<file path="src/include/otss_pkg.sv">
// package: register map, function codes, status-word layout for the output terminal selector
//---------------------------------------------------------------------------
// Overview of operation
// - two terminals; first selector 0..82, default 33
// - second selector 0..82, default 2
// - selector write reaches the terminal at the next evaluation tick
// - shared inversion mask 0..FFF, default 0
// - terminal states readable in diagnostic register
// - each signal on terminal or status bit
// - signals non-inverted; inversion gives complement
// - signal valid only in its marked modes
// - status bits addressed as word plus bit
// - fn6 temp pre-warning bit7; fn37 bit10
// - fn11-14 motor selected, speed mode only
// - fn15-18 fixed setpoint number bits 0-3
// - fn28 spindle positioning, first word bit15
// - fn35 open brake, second word bit5
// - integrator inhibit, torque mode: status bits only
//---------------------------------------------------------------------------
package otss_pkg;

   // register word addresses (byte offsets)
   localparam logic [7:0]  ADDR_SEL0     = 8'h00;
   localparam logic [7:0]  ADDR_SEL1     = 8'h04;
   localparam logic [7:0]  ADDR_INV      = 8'h08;
   localparam logic [7:0]  ADDR_READBACK = 8'h0C;
   localparam logic [7:0]  ADDR_MODE     = 8'h10;
   localparam logic [7:0]  ADDR_SIGW     = 8'h14;
   localparam logic [7:0]  ADDR_STW1     = 8'h18;
   localparam logic [7:0]  ADDR_STW2     = 8'h1C;
   localparam logic [7:0]  ADDR_IRQ_STAT = 8'h20;
   localparam logic [7:0]  ADDR_IRQ_MASK = 8'h24;
   localparam logic [7:0]  ADDR_FB_OUT   = 8'h28;

   localparam logic [15:0] SEL0_RESET    = 16'h0021;
   localparam logic [15:0] SEL1_RESET    = 16'h0002;
   localparam logic [15:0] INV_RESET     = 16'h0000;
   localparam logic [15:0] SEL_MAX       = 16'h0052;
   localparam logic [15:0] INV_MAX       = 16'h0FFF;
   localparam logic [1:0]  MODE_RESET    = 2'h0;

   // evaluation tick: 1 us at 100 MHz
   localparam int          CLK_MHZ       = 100;
   localparam int          TICK_US       = 1;
   localparam int          TICK_CYCLES   = TICK_US * CLK_MHZ;

   // interrupt status bits
   localparam int          IRQ_T0_CHG    = 0;
   localparam int          IRQ_T1_CHG    = 1;
   localparam int          IRQ_BAD_WR    = 2;

   // signalling word bits
   localparam int SIGW_RAMP   = 0;
   localparam int SIGW_TRQ    = 1;
   localparam int SIGW_NMIN   = 2;
   localparam int SIGW_NX     = 3;
   localparam int SIGW_VDC    = 4;
   localparam int SIGW_VAR    = 5;
   localparam int SIGW_MOTT   = 6;
   localparam int SIGW_PMT    = 7;
   localparam int SIGW_NSETACT = 8;
   localparam int SIGW_PMI    = 10;
   localparam int SIGW_PULSE  = 13;
   // first status word bits
   localparam int STW1_RDY    = 1;
   localparam int STW1_CEN    = 2;
   localparam int STW1_FLT    = 3;
   localparam int STW1_WARN   = 7;
   localparam int STW1_OLT    = 14;
   localparam int STW1_SPOS   = 15;
   // second status word bits
   localparam int STW2_BRAKE  = 5;
   localparam int STW2_INTINH = 6;
   localparam int STW2_PARK   = 7;

   // operating modes
   typedef enum logic [1:0] {
      MODE_NSET = 2'h0,
      MODE_POS  = 2'h1
   } otss_mode_e;

   // internal drive status inputs
   typedef struct packed {
      logic       nact_lt_nmin;
      logic       ramp_done;
      logic       torque_lt_mx;
      logic       nact_lt_nx;
      logic       motor_ot_warn;
      logic       pm_temp_warn;
      logic       var_signal;
      logic       open_loop_torque;
      logic       int_inhibit;
      logic [1:0] motor_sel;
      logic [3:0] fixed_setpoint;
      logic       nset_eq_nact;
      logic       spindle_pos_on;
      logic       warning;
      logic       vdc_gt_vx;
      logic       fault_free;
      logic       ctrl_enable;
      logic       ready;
      logic       parking_axis;
      logic       open_brake;
      logic       pulses_enabled;
      logic       pm_current_ok;
   } otss_status_s;

   typedef struct packed {
      logic       cyc;
      logic       stb;
      logic       we;
      logic [3:0] sel;
      logic [7:0] adr;
      logic [31:0] dat;
   } otss_wb_req_s;

endpackage

</file>
<file path="src/rtl/otss_top.sv">
// output terminal selector: wishbone registers, function mux, inversion, terminal drive
`timescale 1ns/1ps
module otss_top (
   input  wire logic                  MCLK,
   input  wire logic                  RESET,
   input  wire logic                  WB_CYC_I,
   input  wire logic                  WB_STB_I,
   input  wire logic                  WB_WE_I,
   input  wire logic [3:0]            WB_SEL_I,
   input  wire logic [7:0]            WB_ADR_I,
   input  wire logic [31:0]           WB_DAT_I,
   output logic      [31:0]           WB_DAT_O,
   output logic                       WB_ACK_O,
   input  wire otss_pkg::otss_status_s STATUS_IN,
   output logic                       FIRST_OUTPUT_TERMINAL,
   output logic                       SECOND_OUTPUT_TERMINAL,
   output logic                       IRQ
);

   //------------------------------------------------------------------------
   // registers
   //------------------------------------------------------------------------
   logic [15:0] sel0_q;
   logic [15:0] sel1_q;
   logic [15:0] inv_q;
   logic [1:0]  mode_q;
   logic        fb_out_q;
   logic [2:0]  irq_stat_q;
   logic [2:0]  irq_mask_q;
   logic        ack_q;
   logic [31:0] rdat_q;
   logic [1:0]  term_q;
   logic [6:0]  tick_cnt_q;
   logic        tick;
   logic        wr_en;
   logic        rd_en;
   logic [15:0] wdat16;
   logic        bad_wr;
   logic [15:0] sigw;
   logic [15:0] stw1;
   logic [15:0] stw2;
   logic [1:0]  term_d;
   logic [2:0]  irq_set;

   assign wr_en  = WB_CYC_I & WB_STB_I & WB_WE_I & ~ack_q;
   assign rd_en  = WB_CYC_I & WB_STB_I & ~WB_WE_I & ~ack_q;
   assign wdat16 = {WB_SEL_I[1] ? WB_DAT_I[15:8] : 8'h00, WB_SEL_I[0] ? WB_DAT_I[7:0] : 8'h00};

   //------------------------------------------------------------------------
   // function decode
   //------------------------------------------------------------------------
   // returns selected signal, already gated by mode validity
   function automatic logic fn_select(input logic [15:0] fn,
                                      input otss_pkg::otss_status_s s,
                                      input logic [1:0] mode,
                                      input logic fb);
      logic nset;
      logic v;
      nset = (mode == otss_pkg::MODE_NSET);
      v    = 1'b0;
      unique case (fn)
         16'h0000: v = 1'b0;
         16'h0001: v = s.nact_lt_nmin;
         16'h0002: v = s.ramp_done;
         16'h0003: v = s.torque_lt_mx;
         16'h0004: v = s.nact_lt_nx;
         16'h0005: v = s.motor_ot_warn;
         16'h0006: v = s.pm_temp_warn;
         16'h0007: v = s.var_signal;
         // speed-mode only functions forced low in positioning mode
         16'h000B: v = nset & (s.motor_sel == 2'h0);
         16'h000C: v = nset & (s.motor_sel == 2'h1);
         16'h000D: v = nset & (s.motor_sel == 2'h2);
         16'h000E: v = nset & (s.motor_sel == 2'h3);
         16'h000F: v = nset & s.fixed_setpoint[0];
         16'h0010: v = nset & s.fixed_setpoint[1];
         16'h0011: v = nset & s.fixed_setpoint[2];
         16'h0012: v = nset & s.fixed_setpoint[3];
         16'h0014: v = s.nset_eq_nact;
         16'h001C: v = nset & s.spindle_pos_on;
         16'h001D: v = s.warning;
         16'h001E: v = s.vdc_gt_vx;
         16'h001F: v = s.fault_free;
         16'h0020: v = s.ctrl_enable;
         16'h0021: v = s.ready;
         16'h0022: v = s.parking_axis;
         16'h0023: v = s.open_brake;
         16'h0024: v = s.pulses_enabled;
         16'h0025: v = s.pm_current_ok;
         16'h0026: v = fb;
         // unlisted codes drive inactive
         default:  v = 1'b0;
      endcase
      return v;
   endfunction

   // word name plus bit index layout
   always_comb begin
      sigw = 16'h0000;
      stw1 = 16'h0000;
      stw2 = 16'h0000;
      sigw[otss_pkg::SIGW_RAMP]    = STATUS_IN.ramp_done;
      sigw[otss_pkg::SIGW_TRQ]     = STATUS_IN.torque_lt_mx;
      sigw[otss_pkg::SIGW_NMIN]    = STATUS_IN.nact_lt_nmin;
      sigw[otss_pkg::SIGW_NX]      = STATUS_IN.nact_lt_nx;
      sigw[otss_pkg::SIGW_VDC]     = STATUS_IN.vdc_gt_vx;
      sigw[otss_pkg::SIGW_VAR]     = STATUS_IN.var_signal;
      sigw[otss_pkg::SIGW_MOTT]    = STATUS_IN.motor_ot_warn;
      sigw[otss_pkg::SIGW_PMT]     = STATUS_IN.pm_temp_warn;
      sigw[otss_pkg::SIGW_NSETACT] = STATUS_IN.nset_eq_nact;
      sigw[otss_pkg::SIGW_PMI]     = STATUS_IN.pm_current_ok;
      sigw[otss_pkg::SIGW_PULSE]   = STATUS_IN.pulses_enabled;
      stw1[otss_pkg::STW1_RDY]     = STATUS_IN.ready;
      stw1[otss_pkg::STW1_CEN]     = STATUS_IN.ctrl_enable;
      stw1[otss_pkg::STW1_FLT]     = STATUS_IN.fault_free;
      stw1[otss_pkg::STW1_WARN]    = STATUS_IN.warning;
      stw1[otss_pkg::STW1_OLT]     = STATUS_IN.open_loop_torque;
      stw1[otss_pkg::STW1_SPOS]    = (mode_q == otss_pkg::MODE_NSET) & STATUS_IN.spindle_pos_on;
      stw2[otss_pkg::STW2_BRAKE]   = STATUS_IN.open_brake;
      stw2[otss_pkg::STW2_INTINH]  = STATUS_IN.int_inhibit;
      stw2[otss_pkg::STW2_PARK]    = STATUS_IN.parking_axis;
   end

   //------------------------------------------------------------------------
   // evaluation tick
   //------------------------------------------------------------------------
   always_ff @(posedge MCLK or posedge RESET) begin
      if (RESET) begin
         tick_cnt_q <= 7'h00;
      end else if (tick) begin
         tick_cnt_q <= 7'h00;
      end else begin
         tick_cnt_q <= tick_cnt_q + 7'h01;
      end
   end
   assign tick = (tick_cnt_q == 7'(otss_pkg::TICK_CYCLES - 1));

   //------------------------------------------------------------------------
   // terminal drive
   //------------------------------------------------------------------------
   // inversion bit 0 -> first terminal, bit 1 -> second; upper mask bits stored only
   assign term_d[0] = fn_select(sel0_q, STATUS_IN, mode_q, fb_out_q) ^ inv_q[0];
   assign term_d[1] = fn_select(sel1_q, STATUS_IN, mode_q, fb_out_q) ^ inv_q[1];

   // status is asynchronous drive state; the tick register resolves it once per period
   always_ff @(posedge MCLK or posedge RESET) begin
      if (RESET) begin
         term_q <= 2'h0;
      end else if (tick) begin
         term_q <= term_d;
      end
   end
   assign FIRST_OUTPUT_TERMINAL  = term_q[0];
   assign SECOND_OUTPUT_TERMINAL = term_q[1];

   //------------------------------------------------------------------------
   // configuration registers
   //------------------------------------------------------------------------
   // out-of-range values rejected; config assumed changed with pulses cancelled
   always_ff @(posedge MCLK or posedge RESET) begin
      if (RESET) begin
         sel0_q <= otss_pkg::SEL0_RESET;
         sel1_q <= otss_pkg::SEL1_RESET;
         inv_q  <= otss_pkg::INV_RESET;
         mode_q <= otss_pkg::MODE_RESET;
         fb_out_q <= 1'b0;
      end else if (wr_en && !bad_wr) begin
         unique case (WB_ADR_I)
            otss_pkg::ADDR_SEL0:   sel0_q <= wdat16;
            otss_pkg::ADDR_SEL1:   sel1_q <= wdat16;
            otss_pkg::ADDR_INV:    inv_q  <= wdat16;
            otss_pkg::ADDR_MODE:   mode_q <= wdat16[1:0];
            otss_pkg::ADDR_FB_OUT: fb_out_q <= wdat16[0];
            default: ;
         endcase
      end
   end

   always_comb begin
      bad_wr = 1'b0;
      if (wr_en) begin
         unique case (WB_ADR_I)
            otss_pkg::ADDR_SEL0, otss_pkg::ADDR_SEL1: bad_wr = (wdat16 > otss_pkg::SEL_MAX);
            otss_pkg::ADDR_INV:  bad_wr = (wdat16 > otss_pkg::INV_MAX);
            otss_pkg::ADDR_MODE: bad_wr = (wdat16 > 16'h0001);
            default:             bad_wr = 1'b0;
         endcase
      end
   end

   //------------------------------------------------------------------------
   // interrupts
   //------------------------------------------------------------------------
   assign irq_set = {bad_wr, tick & (term_d[1] != term_q[1]), tick & (term_d[0] != term_q[0])};

   // set wins over write-one-to-clear
   always_ff @(posedge MCLK or posedge RESET) begin
      if (RESET) begin
         irq_stat_q <= 3'h0;
         irq_mask_q <= 3'h0;
      end else begin
         if (wr_en && WB_ADR_I == otss_pkg::ADDR_IRQ_MASK && WB_SEL_I[0]) begin
            irq_mask_q <= WB_DAT_I[2:0];
         end
         if (wr_en && WB_ADR_I == otss_pkg::ADDR_IRQ_STAT && WB_SEL_I[0]) begin
            irq_stat_q <= (irq_stat_q & ~WB_DAT_I[2:0]) | irq_set;
         end else begin
            irq_stat_q <= irq_stat_q | irq_set;
         end
      end
   end
   assign IRQ = |(irq_stat_q & irq_mask_q);

   //------------------------------------------------------------------------
   // wishbone answer
   //------------------------------------------------------------------------
   // one-cycle ack; unmapped reads return zero, unmapped writes are dropped
   always_ff @(posedge MCLK or posedge RESET) begin
      if (RESET) begin
         ack_q  <= 1'b0;
         rdat_q <= 32'h0000_0000;
      end else begin
         ack_q <= wr_en | rd_en;
         if (rd_en) begin
            unique case (WB_ADR_I)
               otss_pkg::ADDR_SEL0:     rdat_q <= {16'h0000, sel0_q};
               otss_pkg::ADDR_SEL1:     rdat_q <= {16'h0000, sel1_q};
               otss_pkg::ADDR_INV:      rdat_q <= {16'h0000, inv_q};
               otss_pkg::ADDR_READBACK: rdat_q <= {30'h0, term_q};
               otss_pkg::ADDR_MODE:     rdat_q <= {30'h0, mode_q};
               otss_pkg::ADDR_SIGW:     rdat_q <= {16'h0000, sigw};
               otss_pkg::ADDR_STW1:     rdat_q <= {16'h0000, stw1};
               otss_pkg::ADDR_STW2:     rdat_q <= {16'h0000, stw2};
               otss_pkg::ADDR_IRQ_STAT: rdat_q <= {29'h0, irq_stat_q};
               otss_pkg::ADDR_IRQ_MASK: rdat_q <= {29'h0, irq_mask_q};
               otss_pkg::ADDR_FB_OUT:   rdat_q <= {31'h0, fb_out_q};
               default:                 rdat_q <= 32'h0000_0000;
            endcase
         end
      end
   end
   assign WB_ACK_O = ack_q;
   assign WB_DAT_O = rdat_q;

endmodule

</file>
<file path="config.mk">
export PLATFORM = sky130hd
export DESIGN_NAME = otss_top
export DESIGN_NICKNAME = d
export VERILOG_FILES = /design/src/include/otss_pkg.sv /design/src/rtl/otss_top.sv
export SDC_FILE = /design/constraint.sdc
export NUM_CORES = 1
export LEC_CHECK = 0
export BUFFER_PORTS_ARGS = -buffer_cell sky130_fd_sc_hd__buf_2
export CORE_AREA = 2 2 97 99
export DETAILED_ROUTE_END_ITERATION = 16
export DIE_AREA = 0 0 99 101
export GPL_TIMING_DRIVEN = 0
export PLACE_DENSITY = 0.89
export SLEW_MARGIN = 40
export SYNTH_ARGS = -nofsm -noshare
export SYNTH_HDL_FRONTEND = slang
export SYNTH_SLANG_ARGS = --single-unit
</file>
<file path="constraint.sdc">
create_clock -name MCLK -period 3.07 [get_ports MCLK]
set_input_delay 0.307 -clock MCLK [delete_from_list [all_inputs] [get_ports MCLK]]
set_output_delay 0.307 -clock MCLK [all_outputs]
set_load 0.005 [all_outputs]
</file>
Yosys cells after proc, flatten, opt, wreduce, memory -nomap -nowiden
Cells that the tools add are included.
Widths: inputs -> output; s select.
{ "totals": {"wordCells": 136, "output_inout_bits": 36, "input_bits": 75, "regBits": 99} }
{ "classes": {"bitwise": 26, "addsub": 1, "mux": 9, "reduce_logical": 16, "order_cmp": 3, "n_eq_ne": 70} }
{ "ops": {"columns": ["op", "n"], "rows": [
  ["$eq 16x5->1 const B", 16],
  ["$eq 16x6->1 const B", 14],
  ["$pmux 16 s11", 1],
  ["$eq 16x4->1 const B", 10],
  ["$eq 16x3->1 const B", 8],
  ["$eq 16x2->1 const B", 4],
  ["$pmux 1 s27", 2],
  ["$eq 16x1->1 const B", 2],
  ["$eq 8x5->1 const B", 4],
  ["$eq 8x6->1 const B", 3],
  ["$and 1x1->1", 16],
  ["$eq 8x4->1 const B", 2],
  ["$gt 16x1->1 const B", 1],
  ["$gt 16x12->1 const B", 1],
  ["$gt 16x7->1 const B", 1],
  ["$mux 8", 2],
  ["$reduce_and 2->1", 5],
  ["$eq 8x3->1 const B", 1],
  ["$logic_not 8->1", 1],
  ["$add 7x1->7 const B", 1],
  ["$eq 7x7->1 const B", 1],
  ["$mux 7", 1],
  ["$and 3x3->3", 2],
  ["$or 3x3->3", 2],
  ["15 further kinds", 24]
]} }

Logic depth before layout (Yosys ltp)
Gate-level depths: netlist (run 1).
{ "logic_depth": {"ltp_word": 8, "depth_mapped": 10, "mapped_depth_nobuf": 7} }

Worst setup path before layout (run 1)
Ideal clock, no wire load.
{ "synth_timing": {"path_kind": "input -> register", "start": "input port WB_DAT_I[2]", "end": "register inv_q[0]", "setup_time_ns": 0.127, "required_ns": 2.943, "t_arrival_ns": 2.253, "n_path_buf": 1, "setup_slack_ns": 0.690, "stages": 8, "path_cell_list": "or4_1 o41ai_2 a21o_1 a221o_2 o211ai_4 nor3_4 buf_6 mux2_1"} }
{ "synth_between": {"elab_chain_cells": 7, "elab_cells_between_ends": 9, "cone_classes": "3 x order compare; 3 x mux; 3 x reduce/logical"} }
{ "synth_lines": {"columns": ["element", "line", "text"], "rows": [
  ["from (decl)", "otss_top.sv:11", "input wire logic [31:0] WB_DAT_I,"],
  ["$mux 8 (*)", "otss_top.sv:47", "assign wdat16 = {WB_SEL_I[1] ? WB_DAT_I[15:8] : 8'h00, WB_SEL_I[0] ? WB_DAT_I[7:0] : 8'h00};"],
  ["$gt 16x1->1 (tied with other cells)", "otss_top.sv:185", "otss_pkg::ADDR_MODE: bad_wr = (wdat16 > 16'h0001);"],
  ["$pmux 1 s3 (*)", "otss_top.sv:182", "unique case (WB_ADR_I)"],
  ["$mux 1 (*)", "otss_top.sv:181", "if (wr_en) begin"],
  ["$logic_not 1->1 (*)", "otss_top.sv:167", "end else if (wr_en && !bad_wr) begin"],
  ["$logic_and 1x1->1 (*)", "otss_top.sv:167", null],
  ["$reduce_and 2->1 (no line) (*)", null, null],
  ["to (signal assigned)", "otss_top.sv:164", "inv_q <= otss_pkg::INV_RESET;"],
  ["to (signal assigned)", "otss_top.sv:171", "otss_pkg::ADDR_INV: inv_q <= wdat16;"],
  ["to (decl)", "otss_top.sv:25", "logic [15:0] inv_q;"]
]} }
Mark *: on every way between the ends. The rest lies on a longest branch, timed or not.
A chain may end at the register's enable or synchronous reset.

Worst setup path after layout (run 1)
{ "layout_timing": {"start": "register sel1_q[1]", "end": "register irq_stat_q[1]"} }
{ "layout_between": {"elab_chain_cells": 7, "elab_cells_between_ends": 34, "cone_classes": "28 x eq/ne; 2 x mux; 4 x bitwise"} }
{ "layout_lines": {"columns": ["element", "line", "text"], "rows": [
  ["from (decl)", "otss_top.sv:24", "logic [15:0] sel1_q;"],
  ["from (signal assigned)", "otss_top.sv:163", "sel1_q <= otss_pkg::SEL1_RESET;"],
  ["from (signal assigned)", "otss_top.sv:170", "otss_pkg::ADDR_SEL1: sel1_q <= wdat16;"],
  ["$eq 16x6->1 (tied with other cells)", "otss_top.sv:61", "unique case (fn)"],
  ["$pmux 1 s27 (*)", "otss_top.sv:61", null],
  ["$xor 1x1->1 (*)", "otss_top.sv:143", "assign term_d[1] = fn_select(sel1_q, STATUS_IN, mode_q, fb_out_q) ^ inv_q[1];"],
  ["$ne 1x1->1 (*)", "otss_top.sv:194", "assign irq_set = {bad_wr, tick & (term_d[1] != term_q[1]), tick & (term_d[0] != term_q[0])};"],
  ["$and 1x1->1 (*)", "otss_top.sv:194", null],
  ["$or 3x3->3, on equally long branches", "otss_top.sv:208, otss_top.sv:206", null],
  ["$mux 3 (*)", "otss_top.sv:205", "if (wr_en && WB_ADR_I == otss_pkg::ADDR_IRQ_STAT && WB_SEL_I[0]) begin"],
  ["to (signal assigned)", "otss_top.sv:206", "irq_stat_q <= (irq_stat_q & ~WB_DAT_I[2:0]) | irq_set;"],
  ["to (signal assigned)", "otss_top.sv:208", "irq_stat_q <= irq_stat_q | irq_set;"],
  ["to (decl)", "otss_top.sv:28", "logic [2:0] irq_stat_q;"]
]} }
Marks and branches as above.

==> results.py, run 1 <==
metrics = {
    "sta": {
        "period_share": 0.8901,
        "worstMarginPinSlew_ns": 0.8364,
        "fin_crit_ns": 2.733,
        "slew_violations": 0,
        "setup_viol": 0,
        "final_hold_viol_count": 0,
        "slew_headroom": 0.4381,
        "rsz0062_at_grt": "no",
        "fmax_mhz": 365.9,
        "setup_ws_ns": 0.3373,
        "hold_slack_ns": 0.1833,
        "skew_ns": 0.01331,
    },
    "synth": {
        "async_flop_share": 1.000,
        "synth_edf_count": 0,
        "syn_avg_cell_area_um2": 10.19,
        "synth_top_area_frac": 0.4262,
        "synth_ff_type": "dfrtp_1",
        "postSynthCellCount": 461,
        "synthTopCellsByCount": "dfrtp_1, nor2_1, nand2_1, nor2b_1, mux2_2",
        "ys_ff_latch": 83,
        "syn_area_um2": 4697,
        "yosysTopAreaCell": "dfrtp_1",
        "synth_most_common_cell": "dfrtp_1",
        "synth_area_leaders": "dfrtp_1, mux2_2, nor2b_1",
        "yosysWarnings": 0,
        "synth.distinct_cells": 67,
        "synth_seq_area_share": 0.4430,
    },
    "placed_design": {
        "post-place-ws_ns": 0.1976,
        "place_area_um2": 5295,
        "dpl.hpwl_mm": 10.12,
        "portBuffers": 74,
        "gp_congestion": 0.9632,
    },
    "power_and_ir_drop": {
        "p_seq_frac": 0.493,
        "p_int_mw": 1.742,
        "peakVddDrop_v": 0.0002637,
        "p_sw_frac": 0.2657,
        "p_sw_mw": 0.6302,
        "total_leakage_power_nw": 2.498,
        "power.density_nw_per_um2": 428.1,
        "pwr-share-comb": 0.121,
        "power.total_mw": 2.372,
        "p_clk_frac": 0.386,
    },
    "layout": {
        "antenna_cells": 0,
        "drive_above_1_share": 0.2764,
        "finalCoreUtilization": 0.6171,
        "area_growth_syn_to_layout_pct": 17.95,
        "final_area_um2": 5540,
        "final_nets": 639,
    },
    "global_routing": {
        "track_usage": 0.2786,
        "grt_max_degree": 60,
        "grt_overflow_total": 0,
        "grt_pass1_vias": 3983,
        "antenna_found_initial": 0,
        "grt_first_pass_wirelength_mm": 21.42,
    },
    "floorplanning": {
        "die_area_um2": 9999,
        "die_w_um": 99,
        "core_area_um2": 8977,
        "io_pins": 111,
        "die_h_um": 101,
        "start_util": 0.5232,
        "rows": 35,
    },
    "detailed_routing": {
        "viasPerCell": 6.209,
        "first_pass_iters": 6,
        "via_count": 4216,
        "wl_per_cell_um": 20.10,
        "drt_iter0_markers": 391,
        "drc": 0,
        "routed_wl_mm": 13.65,
        "ant_nets": 0,
    },
    "status": {
        "status": "finished, final reports clean",
    },
    "clock_tree": {
        "numCtsBuffers": 9,
        "root_buffer": "clkbuf_8",
        "cts.sinks": 83,
        "clkTransAtPathRegs_ns": 0.09,
        "ctsHtreeMaxLevel": 3,
        "clockBufferDepth": 2,
        "cts_tree": "built",
        "post_cts_buffers": 0,
        "holdBufCountCts": 1,
        "cts_resized": 0,
        "insertion_delay_ns": 0.36,
    },
    "setup_path": {
        "arrival_ns": 3.00,
        "worstSetupStartpointType": "register",
        "cp.required_ns": 3.33,
        "cp-end-kind": "register",
        "cp_max_fo": 10,
        "criticalPathCategory": "reg -> reg",
    },
    "worst_hold_path": {
        "min_path_type": "in -> reg",
    },
    "job": {
        "maxCapViolCount": 0,
    },
}
## critical path: stages (launching register included)
cell and delay (ns):
dfstp_2 0.61, clkbuf_1 0.49, nand3_1 0.14, o311ai_0 0.12, a32oi_1 0.16, o2111ai_1 0.39
mux2i_1 0.40, nor3_1 0.10, o31ai_1 0.24
## cells in the final DEF, fill, tap and decap left out, drive strengths merged, types with 4 or more instances in the layout
cell and count:
mux2 28, nand2 27, nor2b 27, mux2i 16, nand4 6, buf 98
a22oi 22, a21oi 8, xnor2 5, and2 11, nor3b 4, clkbuf 28
nor2 36, a31oi 18, conb 16, nand2b 5, nand3 15, nor3 10
a222oi 5, xor2 4, dfrtp 80, o41ai 4, inv 18, nor4 7
o21ai 8
## power groups by stage
stage	combinational (mW)	clock [mW]	sequential [mW]
after floorplan	0.139	0	1.19
after global placement	0.271	0	1.19
after detailed placement	0.282	0	1.19
after CTS	0.286	0.918	1.17
after global routing	0.317	0.967	1.17
final	0.286	0.916	1.17
## area by class of cell
cell class,instances,area [um^2]
inverters,13,53.80
plain buffers,42,232.7
well taps,111,138.9
flip-flops and latches,83,2081
multi-input cells,338,2396
clock buffers,9,123.9
fillers,757,3437
clock inverters,7,106.4
repair buffers,76,407.9
## layer usage
| metal | wire length (um) | track usage | vias up |
|---|---|---|---|
| met5 | 0 | 0 | - |
| met4 | 397 | 0.1054 | 0 |
| met3 | 1447 | 0.06172 | 33 |
| met2 | 6364 | 0.4407 | 271 |
| met1 | 5437 | 0.3779 | 2027 |
| li1 | - | - | 1885 |
## worst paths after layout
check / start / end / slack, ns / cells after the start
min: WB_STB_I / WB_ACK_O / 0.18 / 3
max reg2reg: sel1_q[1] / irq_stat_q[1] / 0.34 / 8
min reg2reg: WB_ACK_O / WB_ACK_O / 0.47 / 1
max in group asynchronous: RESET / sel0_q[0] / 2.01 / 4
max: sel1_q[1] / irq_stat_q[1] / 0.34 / 8
min in group asynchronous: RESET / tick_cnt_q[4] / 0.44 / 3
## per-stage QoR
stage,cells,setup TNS [ns]
floorplan,476,0
global placement,661,-15.61
detailed placement,662,0
CTS,679,0
global route,679,0
finish,679,0
## registers in the layout, indices dropped and copies added, names as in the netlist
| name | flops |
|---|---|
| inv_q | 16 |
| WB_ACK_O | 1 |
| sel0_q | 16 |
| WB_DAT_O | 16 |
| term_q | 2 |
| irq_stat_q | 3 |
| mode_q | 2 |
| tick_cnt_q | 7 |
| fb_out_q | 1 |
| irq_mask_q | 3 |
| sel1_q | 16 |
## cells by family after synthesis
group | count (synthesis) | synth area share
adders and majority gates | 1 | 0.002663
other | 1 | 0.0007984
xor gates and xnor gates | 9 | 0.01678
and+or+nand+nor | 168 | 0.2025
muxes | 47 | 0.1156
buffers and inverters | 55 | 0.05994
DFF | 83 | 0.4430
AOI/OAI and AO/OA | 97 | 0.1588
Note: power is estimated with default switching activity, not from simulation.
==> run 2, diff against run 1 <==
--- a/config.mk
+++ b/config.mk
@@ -5,12 +5,14 @@
 export SDC_FILE = /design/constraint.sdc
 export NUM_CORES = 1
 export LEC_CHECK = 0
+export ABC_AREA = 0
 export BUFFER_PORTS_ARGS = -buffer_cell sky130_fd_sc_hd__buf_2
-export CORE_AREA = 2 2 97 99
+export CORE_AREA = 2 2 99 101
+export CTS_BUF_LIST = sky130_fd_sc_hd__clkbuf_4 sky130_fd_sc_hd__clkbuf_8
 export DETAILED_ROUTE_END_ITERATION = 16
-export DIE_AREA = 0 0 99 101
+export DIE_AREA = 0 0 101 103
 export GPL_TIMING_DRIVEN = 0
-export PLACE_DENSITY = 0.89
+export PLACE_DENSITY = 0.9
 export SLEW_MARGIN = 40
 export SYNTH_ARGS = -nofsm -noshare
 export SYNTH_HDL_FRONTEND = slang
==> constraint.sdc (replaced) <==
create_clock -name MCLK -period 2.3 [get_ports MCLK]
set_input_delay 0.23 -clock MCLK [delete_from_list [all_inputs] [get_ports MCLK]]
set_output_delay 0.23 -clock MCLK [all_outputs]
set_load 0.005 [all_outputs]
==> run 2 against run 1 <==
Effect of this change: the flow now finishes with violations (negative setup slack); final cell count up 1.2%; global-route usage hardly changed; combinational power rose by 43%; register-to-register slack worse by 0.36 ns; die area is 4.0% higher; power increased by 27%; first-iteration DRC count fell by 1.3%; clock skew shrank 0.0043 ns; non-clock buffer count is 5 higher; routed wire length increased by 5.6%; fmax increased by 18%; utilization decreased by 1.3 points; critical endpoint unchanged; highest routed layer unchanged.
==> results.py, run 2 (same netlist as run 1, synthesis figures left out) <==
metrics = {
    "floorplanning": {
        "die_w_um": 101,
        "rows": 36,
        "io_pins": 111,
        "core_area_um2": 9459,
        "die_area_um2": 10400,
        "start_util": 0.4966,
        "die_h_um": 103,
    },
    "setup_path": {
        "r2r_setup_slack_ns": -0.03,
        "reg2reg_to": "irq_stat_q[1]",
        "cp.required_ns": 2.55,
        "cp-end-kind": "register",
        "criticalPathCategory": "reg -> reg",
        "r2r-start": "sel1_q[1]",
        "cp_max_fo": 10,
        "critical_path.startpoint": "sel1_q[1]",
        "worstSetupStartpointType": "register",
        "arrival_ns": 2.57,
        "reg2reg_depth": 7,
    },
    "detailed_routing": {
        "drc": 0,
        "routed_wl_mm": 14.41,
        "wl_per_cell_um": 20.97,
        "via_count": 4368,
        "ant_nets": 0,
        "first_pass_iters": 7,
        "viasPerCell": 6.358,
        "drt_iter0_markers": 386,
    },
    "sta": {
        "setup_ws_ns": -0.02520,
        "setup_viol": 1,
        "worstMarginPinSlew_ns": 0.9493,
        "tns_ns": -0.02520,
        "period_share": 1.011,
        "fmax_mhz": 430.1,
        "final_hold_viol_count": 0,
        "slew_headroom": 0.3623,
        "skew_ns": 0.008973,
        "fin_crit_ns": 2.325,
        "slew_violations": 0,
        "hold_slack_ns": 0.1156,
        "rsz0062_at_grt": "yes",
    },
    "clock_tree": {
        "numCtsBuffers": 9,
        "cts.sinks": 83,
        "clockBufferDepth": 2,
        "cts_tree": "built",
        "root_buffer": "clkbuf_8",
        "ctsHtreeMaxLevel": 3,
        "clkTransAtPathRegs_ns": 0.09,
        "insertion_delay_ns": 0.36,
    },
    "layout": {
        "final_common_cell": "dfrtp_1",
        "final_nets": 644,
        "final_area_um2": 5719,
        "final_cell_mix": "dfrtp_1, buf_2, nor2_1",
        "layoutNonFillerInstCount": 687,
        "area_growth_syn_to_layout_pct": 21.76,
        "antenna_cells": 0,
        "drive_above_1_share": 0.3176,
    },
    "global_routing": {
        "track_usage": 0.2783,
        "grt_pass1_vias": 4070,
        "grt_first_pass_wirelength_mm": 21.80,
        "grt_max_degree": 28,
        "antenna_found_initial": 0,
        "grt_overflow_total": 0,
    },
    "worst_hold_path": {
        "whs_endpoint": "WB_ACK_O",
        "worstHoldStart": "WB_STB_I",
        "hold_path_depth": 3,
        "min_path_type": "in -> reg",
    },
    "power_and_ir_drop": {
        "total_leakage_power_nw": 2.569,
        "p_sw_mw": 0.8828,
        "p_clk_frac": 0.344,
        "p_sw_frac": 0.2932,
        "pwr-share-comb": 0.136,
        "power.density_nw_per_um2": 526.4,
        "p_seq_frac": 0.519,
        "peakVddDrop_v": 0.0002899,
        "p_int_mw": 2.128,
    },
    "placed_design": {
        "gp_congestion": 0.9510,
        "post-place-ws_ns": -0.5032,
        "place_area_um2": 5345,
        "dp.cells": 667,
        "portBuffers": 74,
        "dpl.hpwl_mm": 10.56,
    },
    "status": {
        "status": "complete, but fails checks",
        "violations": "negative setup slack",
    },
    "job": {
        "maxCapViolCount": 0,
    },
}
## run 2: cell types whose count changed in the layout (fill, tap and decap cells not counted), moves of 3 or more
cell	previous run	this run
inv_6	5	0
clkbuf_1	19	13
clkinvlp_4	0	3
buf_4	17	24
inv_8	1	4
## run 2: worst max-delay path, cell delays in order (launching register included)
cell,delay (ns)
dfstp_2,0.61
clkbuf_8,0.20
mux2_2,0.34
a31oi_1,0.21
o2111ai_2,0.22
mux2i_4,0.27
nor3_1,0.25
o31ai_1,0.11
## run 2: area by class of cell
cell class | count | area, um^2
buffer | 39 | 247.7
clock inverter | 7 | 68.82
clock buffer | 9 | 123.9
inverter | 13 | 52.55
fill | 785 | 3740
timing repair buffer | 84 | 500.5
multi-input combinational | 338 | 2500
sequential | 83 | 2083
tap | 114 | 142.6
## run 2: repair_timing
| action | 4_1_cts | 5_1_grt |
|---|---|---|
| endpoints found under the setup margin | 6 | 4 |
| setup buffers | 5 | 1 |
| hold buffers | 1 | 0 |
| gates resized for setup | 21 | 14 |
| pin swaps | 5 | 7 |
| endpoints found under the hold margin | 20 | 0 |
## run 2: how the worst max path moves through the flow
stage	end	slack [ns]	cells past startpoint
after floorplan	sel1_q[0]	0.04	8
after global placement	sel1_q[0]	-0.47	8
after detailed placement	sel1_q[0]	-0.50	8
after CTS	irq_stat_q[1]	0.03	7
after global routing	irq_stat_q[1]	-0.02	7
final	irq_stat_q[1]	-0.03	7
## run 2: routing by layer
metal / share of wire / track usage / vias up
met5: 0 / 0 / -
met4: 0.049 / 0.1331 / 0
met3: 0.10 / 0.07186 / 64
met2: 0.46 / 0.4328 / 319
met1: 0.39 / 0.3662 / 2079
li1: - / - / 1906
## run 2: power groups by stage
stage / combinational, mW / sequential [mW] / clock [mW]
floorplan: 0.186 / 1.59 / 0
global placement: 0.364 / 1.59 / 0
detailed placement: 0.390 / 1.59 / 0
CTS: 0.401 / 1.56 / 1.04
global route: 0.448 / 1.57 / 1.11
finish: 0.410 / 1.56 / 1.04
## run 2: per-stage QoR
step | utilization | total power [mW]
after floorplan | - | 1.771
final | 0.6046 | 3.010
after global placement | 0.5571 | 1.950
after detailed placement | 0.5651 | 1.979
after CTS | 0.5991 | 2.999
after global routing | 0.6046 | 3.126
==> run 3, diff against run 2 <==
--- a/config.mk
+++ b/config.mk
@@ -7,12 +7,13 @@
 export LEC_CHECK = 0
 export ABC_AREA = 0
 export BUFFER_PORTS_ARGS = -buffer_cell sky130_fd_sc_hd__buf_2
-export CORE_AREA = 2 2 99 101
+export CORE_AREA = 2 2 95 97
 export CTS_BUF_LIST = sky130_fd_sc_hd__clkbuf_4 sky130_fd_sc_hd__clkbuf_8
+export CTS_CLUSTER_DIAMETER = 40
 export DETAILED_ROUTE_END_ITERATION = 16
-export DIE_AREA = 0 0 101 103
+export DIE_AREA = 0 0 97 99
 export GPL_TIMING_DRIVEN = 0
-export PLACE_DENSITY = 0.9
+export PLACE_DENSITY = 0.92
 export SLEW_MARGIN = 40
 export SYNTH_ARGS = -nofsm -noshare
 export SYNTH_HDL_FRONTEND = slang
==> constraint.sdc (replaced) <==
create_clock -name MCLK -period 2.55 [get_ports MCLK]
set_input_delay 0.255 -clock MCLK [delete_from_list [all_inputs] [get_ports MCLK]]
set_output_delay 0.255 -clock MCLK [all_outputs]
set_load 0.005 [all_outputs]
==> run 3 against run 2 <==
Effect of this change: register-to-register slack improved by 0.095 ns; combinational power shrank 16%; worst hold slack gained 0.020 ns; utilization increased by 4.6 points; final cell count shrank 1.9%; the run now ends clean; critical endpoint is now term_q[0]; non-clock buffer count fell by 7; global-route usage increased by 0.66 points; clock power grew 6%; via count shrank 2.4%; count of clock-buffer cells in the layout unchanged; critical path type unchanged; sequential power shrank 9.6%; routed wire length fell by 5.9%.
==> results.py, run 3 (same netlist as run 1, synthesis figures left out) <==
metrics = {
    "status": {
        "status": "finished, final reports clean",
    },
    "setup_path": {
        "cp-end-kind": "register",
        "arrival_ns": 2.76,
        "cp_max_fo": 7,
        "r2r_setup_slack_ns": 0.07,
        "criticalPathCategory": "reg -> reg",
        "endpoint": "term_q[0]",
        "worstSetupStartpointType": "register",
        "reg2reg_depth": 7,
        "reg2reg_to": "term_q[0]",
        "critical_path.startpoint": "mode_q[0]",
        "cp.required_ns": 2.83,
        "r2r-start": "mode_q[0]",
    },
    "floorplanning": {
        "die_area_um2": 9603,
        "core_area_um2": 8551,
        "start_util": 0.5493,
        "io_pins": 111,
        "die_h_um": 99,
        "rows": 34,
        "die_w_um": 97,
    },
    "global_routing": {
        "grt_pass1_vias": 4126,
        "grt_first_pass_wirelength_mm": 21.59,
        "grt_overflow_total": 0,
        "antenna_found_initial": 0,
        "track_usage": 0.2849,
        "grt_max_degree": 45,
    },
    "placed_design": {
        "dpl.hpwl_mm": 10.16,
        "portBuffers": 74,
        "gp_congestion": 0.9487,
    },
    "job": {
        "maxCapViolCount": 0,
    },
    "power_and_ir_drop": {
        "power.density_nw_per_um2": 512.7,
        "p_seq_frac": 0.493,
        "p_sw_mw": 0.7567,
        "pwr-share-comb": 0.121,
        "p_sw_frac": 0.2651,
        "peakVddDrop_v": 0.0003187,
        "p_int_mw": 2.097,
        "p_clk_frac": 0.387,
        "total_leakage_power_nw": 2.519,
    },
    "worst_hold_path": {
        "min_path_type": "in -> reg",
    },
    "detailed_routing": {
        "ant_nets": 0,
        "drt_iter0_markers": 449,
        "routed_wl_mm": 13.57,
        "viasPerCell": 6.322,
        "first_pass_iters": 7,
        "wl_per_cell_um": 20.13,
        "via_count": 4261,
        "drc": 0,
    },
    "layout": {
        "final_cell_mix": "dfrtp_1, buf_2, nor2_1",
        "area_growth_syn_to_layout_pct": 18.51,
        "drive_above_1_share": 0.2915,
        "fillCellCount": 706,
        "final_nets": 637,
        "antenna_cells": 0,
        "final_common_cell": "dfrtp_1",
        "finalCoreUtilization": 0.6510,
    },
    "clock_tree": {
        "clkTransAtPathRegs_ns": 0.09,
        "numCtsBuffers": 9,
        "clockBufferDepth": 2,
        "insertion_delay_ns": 0.37,
        "ctsHtreeMaxLevel": 3,
        "cts_tree": "built",
        "root_buffer": "clkbuf_8",
        "cts.sinks": 83,
    },
    "sta": {
        "final_hold_viol_count": 0,
        "fmax_mhz": 403.3,
        "worstMarginPinSlew_ns": 0.8345,
        "slew_violations": 0,
        "setup_viol": 0,
        "period_share": 0.9725,
        "hold_slack_ns": 0.1360,
        "slew_headroom": 0.4394,
        "tns_ns": 0,
        "skew_ns": 0.01419,
        "fin_crit_ns": 2.480,
    },
}
==> run 3: worst min-delay path by stage <==
stage                           start       endpoint  slack [ns]  cells after the start
after floorplan           WB_SEL_I[1]      inv_q[10]        0.39                      2
after global placement       WB_ACK_O       WB_ACK_O        0.44                      1
after detailed placement        RESET  tick_cnt_q[4]        0.28                      2
after CTS                    WB_STB_I       WB_ACK_O        0.13                      3
after global routing         WB_STB_I       WB_ACK_O        0.15                      3
final                        WB_STB_I       WB_ACK_O        0.14                      3
==> run 3: stage by stage <==
stage,setup slack [ns],instances,power (mW),area (um^2)
3_5_place_dp,-0.3043,659,1.767,5284
2_1_floorplan,0.1632,476,1.597,4753
3_3_place_gp,-0.6711,658,1.755,5259
4_1_cts,0.005420,674,2.856,5519
5_1_grt,-0.02480,674,2.957,5567
6_report,0.07022,674,2.854,5567
==> run 3: area by class of cell <==
class                           count  area (um^2)  area share
Multi-Input combinational cell    338         2437      0.4379
Timing Repair Buffer               76        400.4     0.07193
Clock inverter                      7        106.4     0.01911
Clock buffer                        9        123.9     0.02225
Sequential cell                    83         2081      0.3738
Tap cell                          108        135.1     0.02428
Inverter                           13        53.80    0.009665
Buffer                             40        229.0     0.04113
==> run 3: power groups by stage <==
stage | Sequential [mW] | Clock (mW) | Combinational, mW
3_3_place_gp | 1.43 | 0 | 0.327
5_1_grt | 1.41 | 1.17 | 0.378
3_5_place_dp | 1.43 | 0 | 0.337
6_report | 1.41 | 1.10 | 0.345
4_1_cts | 1.41 | 1.11 | 0.339
2_1_floorplan | 1.43 | 0 | 0.167
==> run 3: critical path, stage by stage (launching register included) <==
cell and delay (ns):
dfrtp_1 0.48, or4b_2 0.66, a21oi_1 0.17, a311oi_1 0.08, a2111oi_2 0.49, o41ai_4 0.15, xor2_1 0.20, a21oi_1 0.18
==> run 3: what timing repair did <==
item	4_1_cts	5_1_grt
gates resized for setup	2	10
endpoints found under the hold margin	36	0
pin swaps	0	1
buffers inserted	0	0
endpoints found under the setup margin	3	4
hold buffers	1	0
==> run 3: routing by layer <==
| metal | up-vias | wire length, um | part of all wire | global-route usage |
|---|---|---|---|---|
| met5 | - | 0 | 0 | 0 |
| li1 | 1887 | - | - | - |
| met4 | 0 | 390 | 0.029 | 0.1073 |
| met2 | 281 | 6363 | 0.47 | 0.4514 |
| met3 | 40 | 1329 | 0.098 | 0.06241 |
| met1 | 2053 | 5482 | 0.40 | 0.3877 |
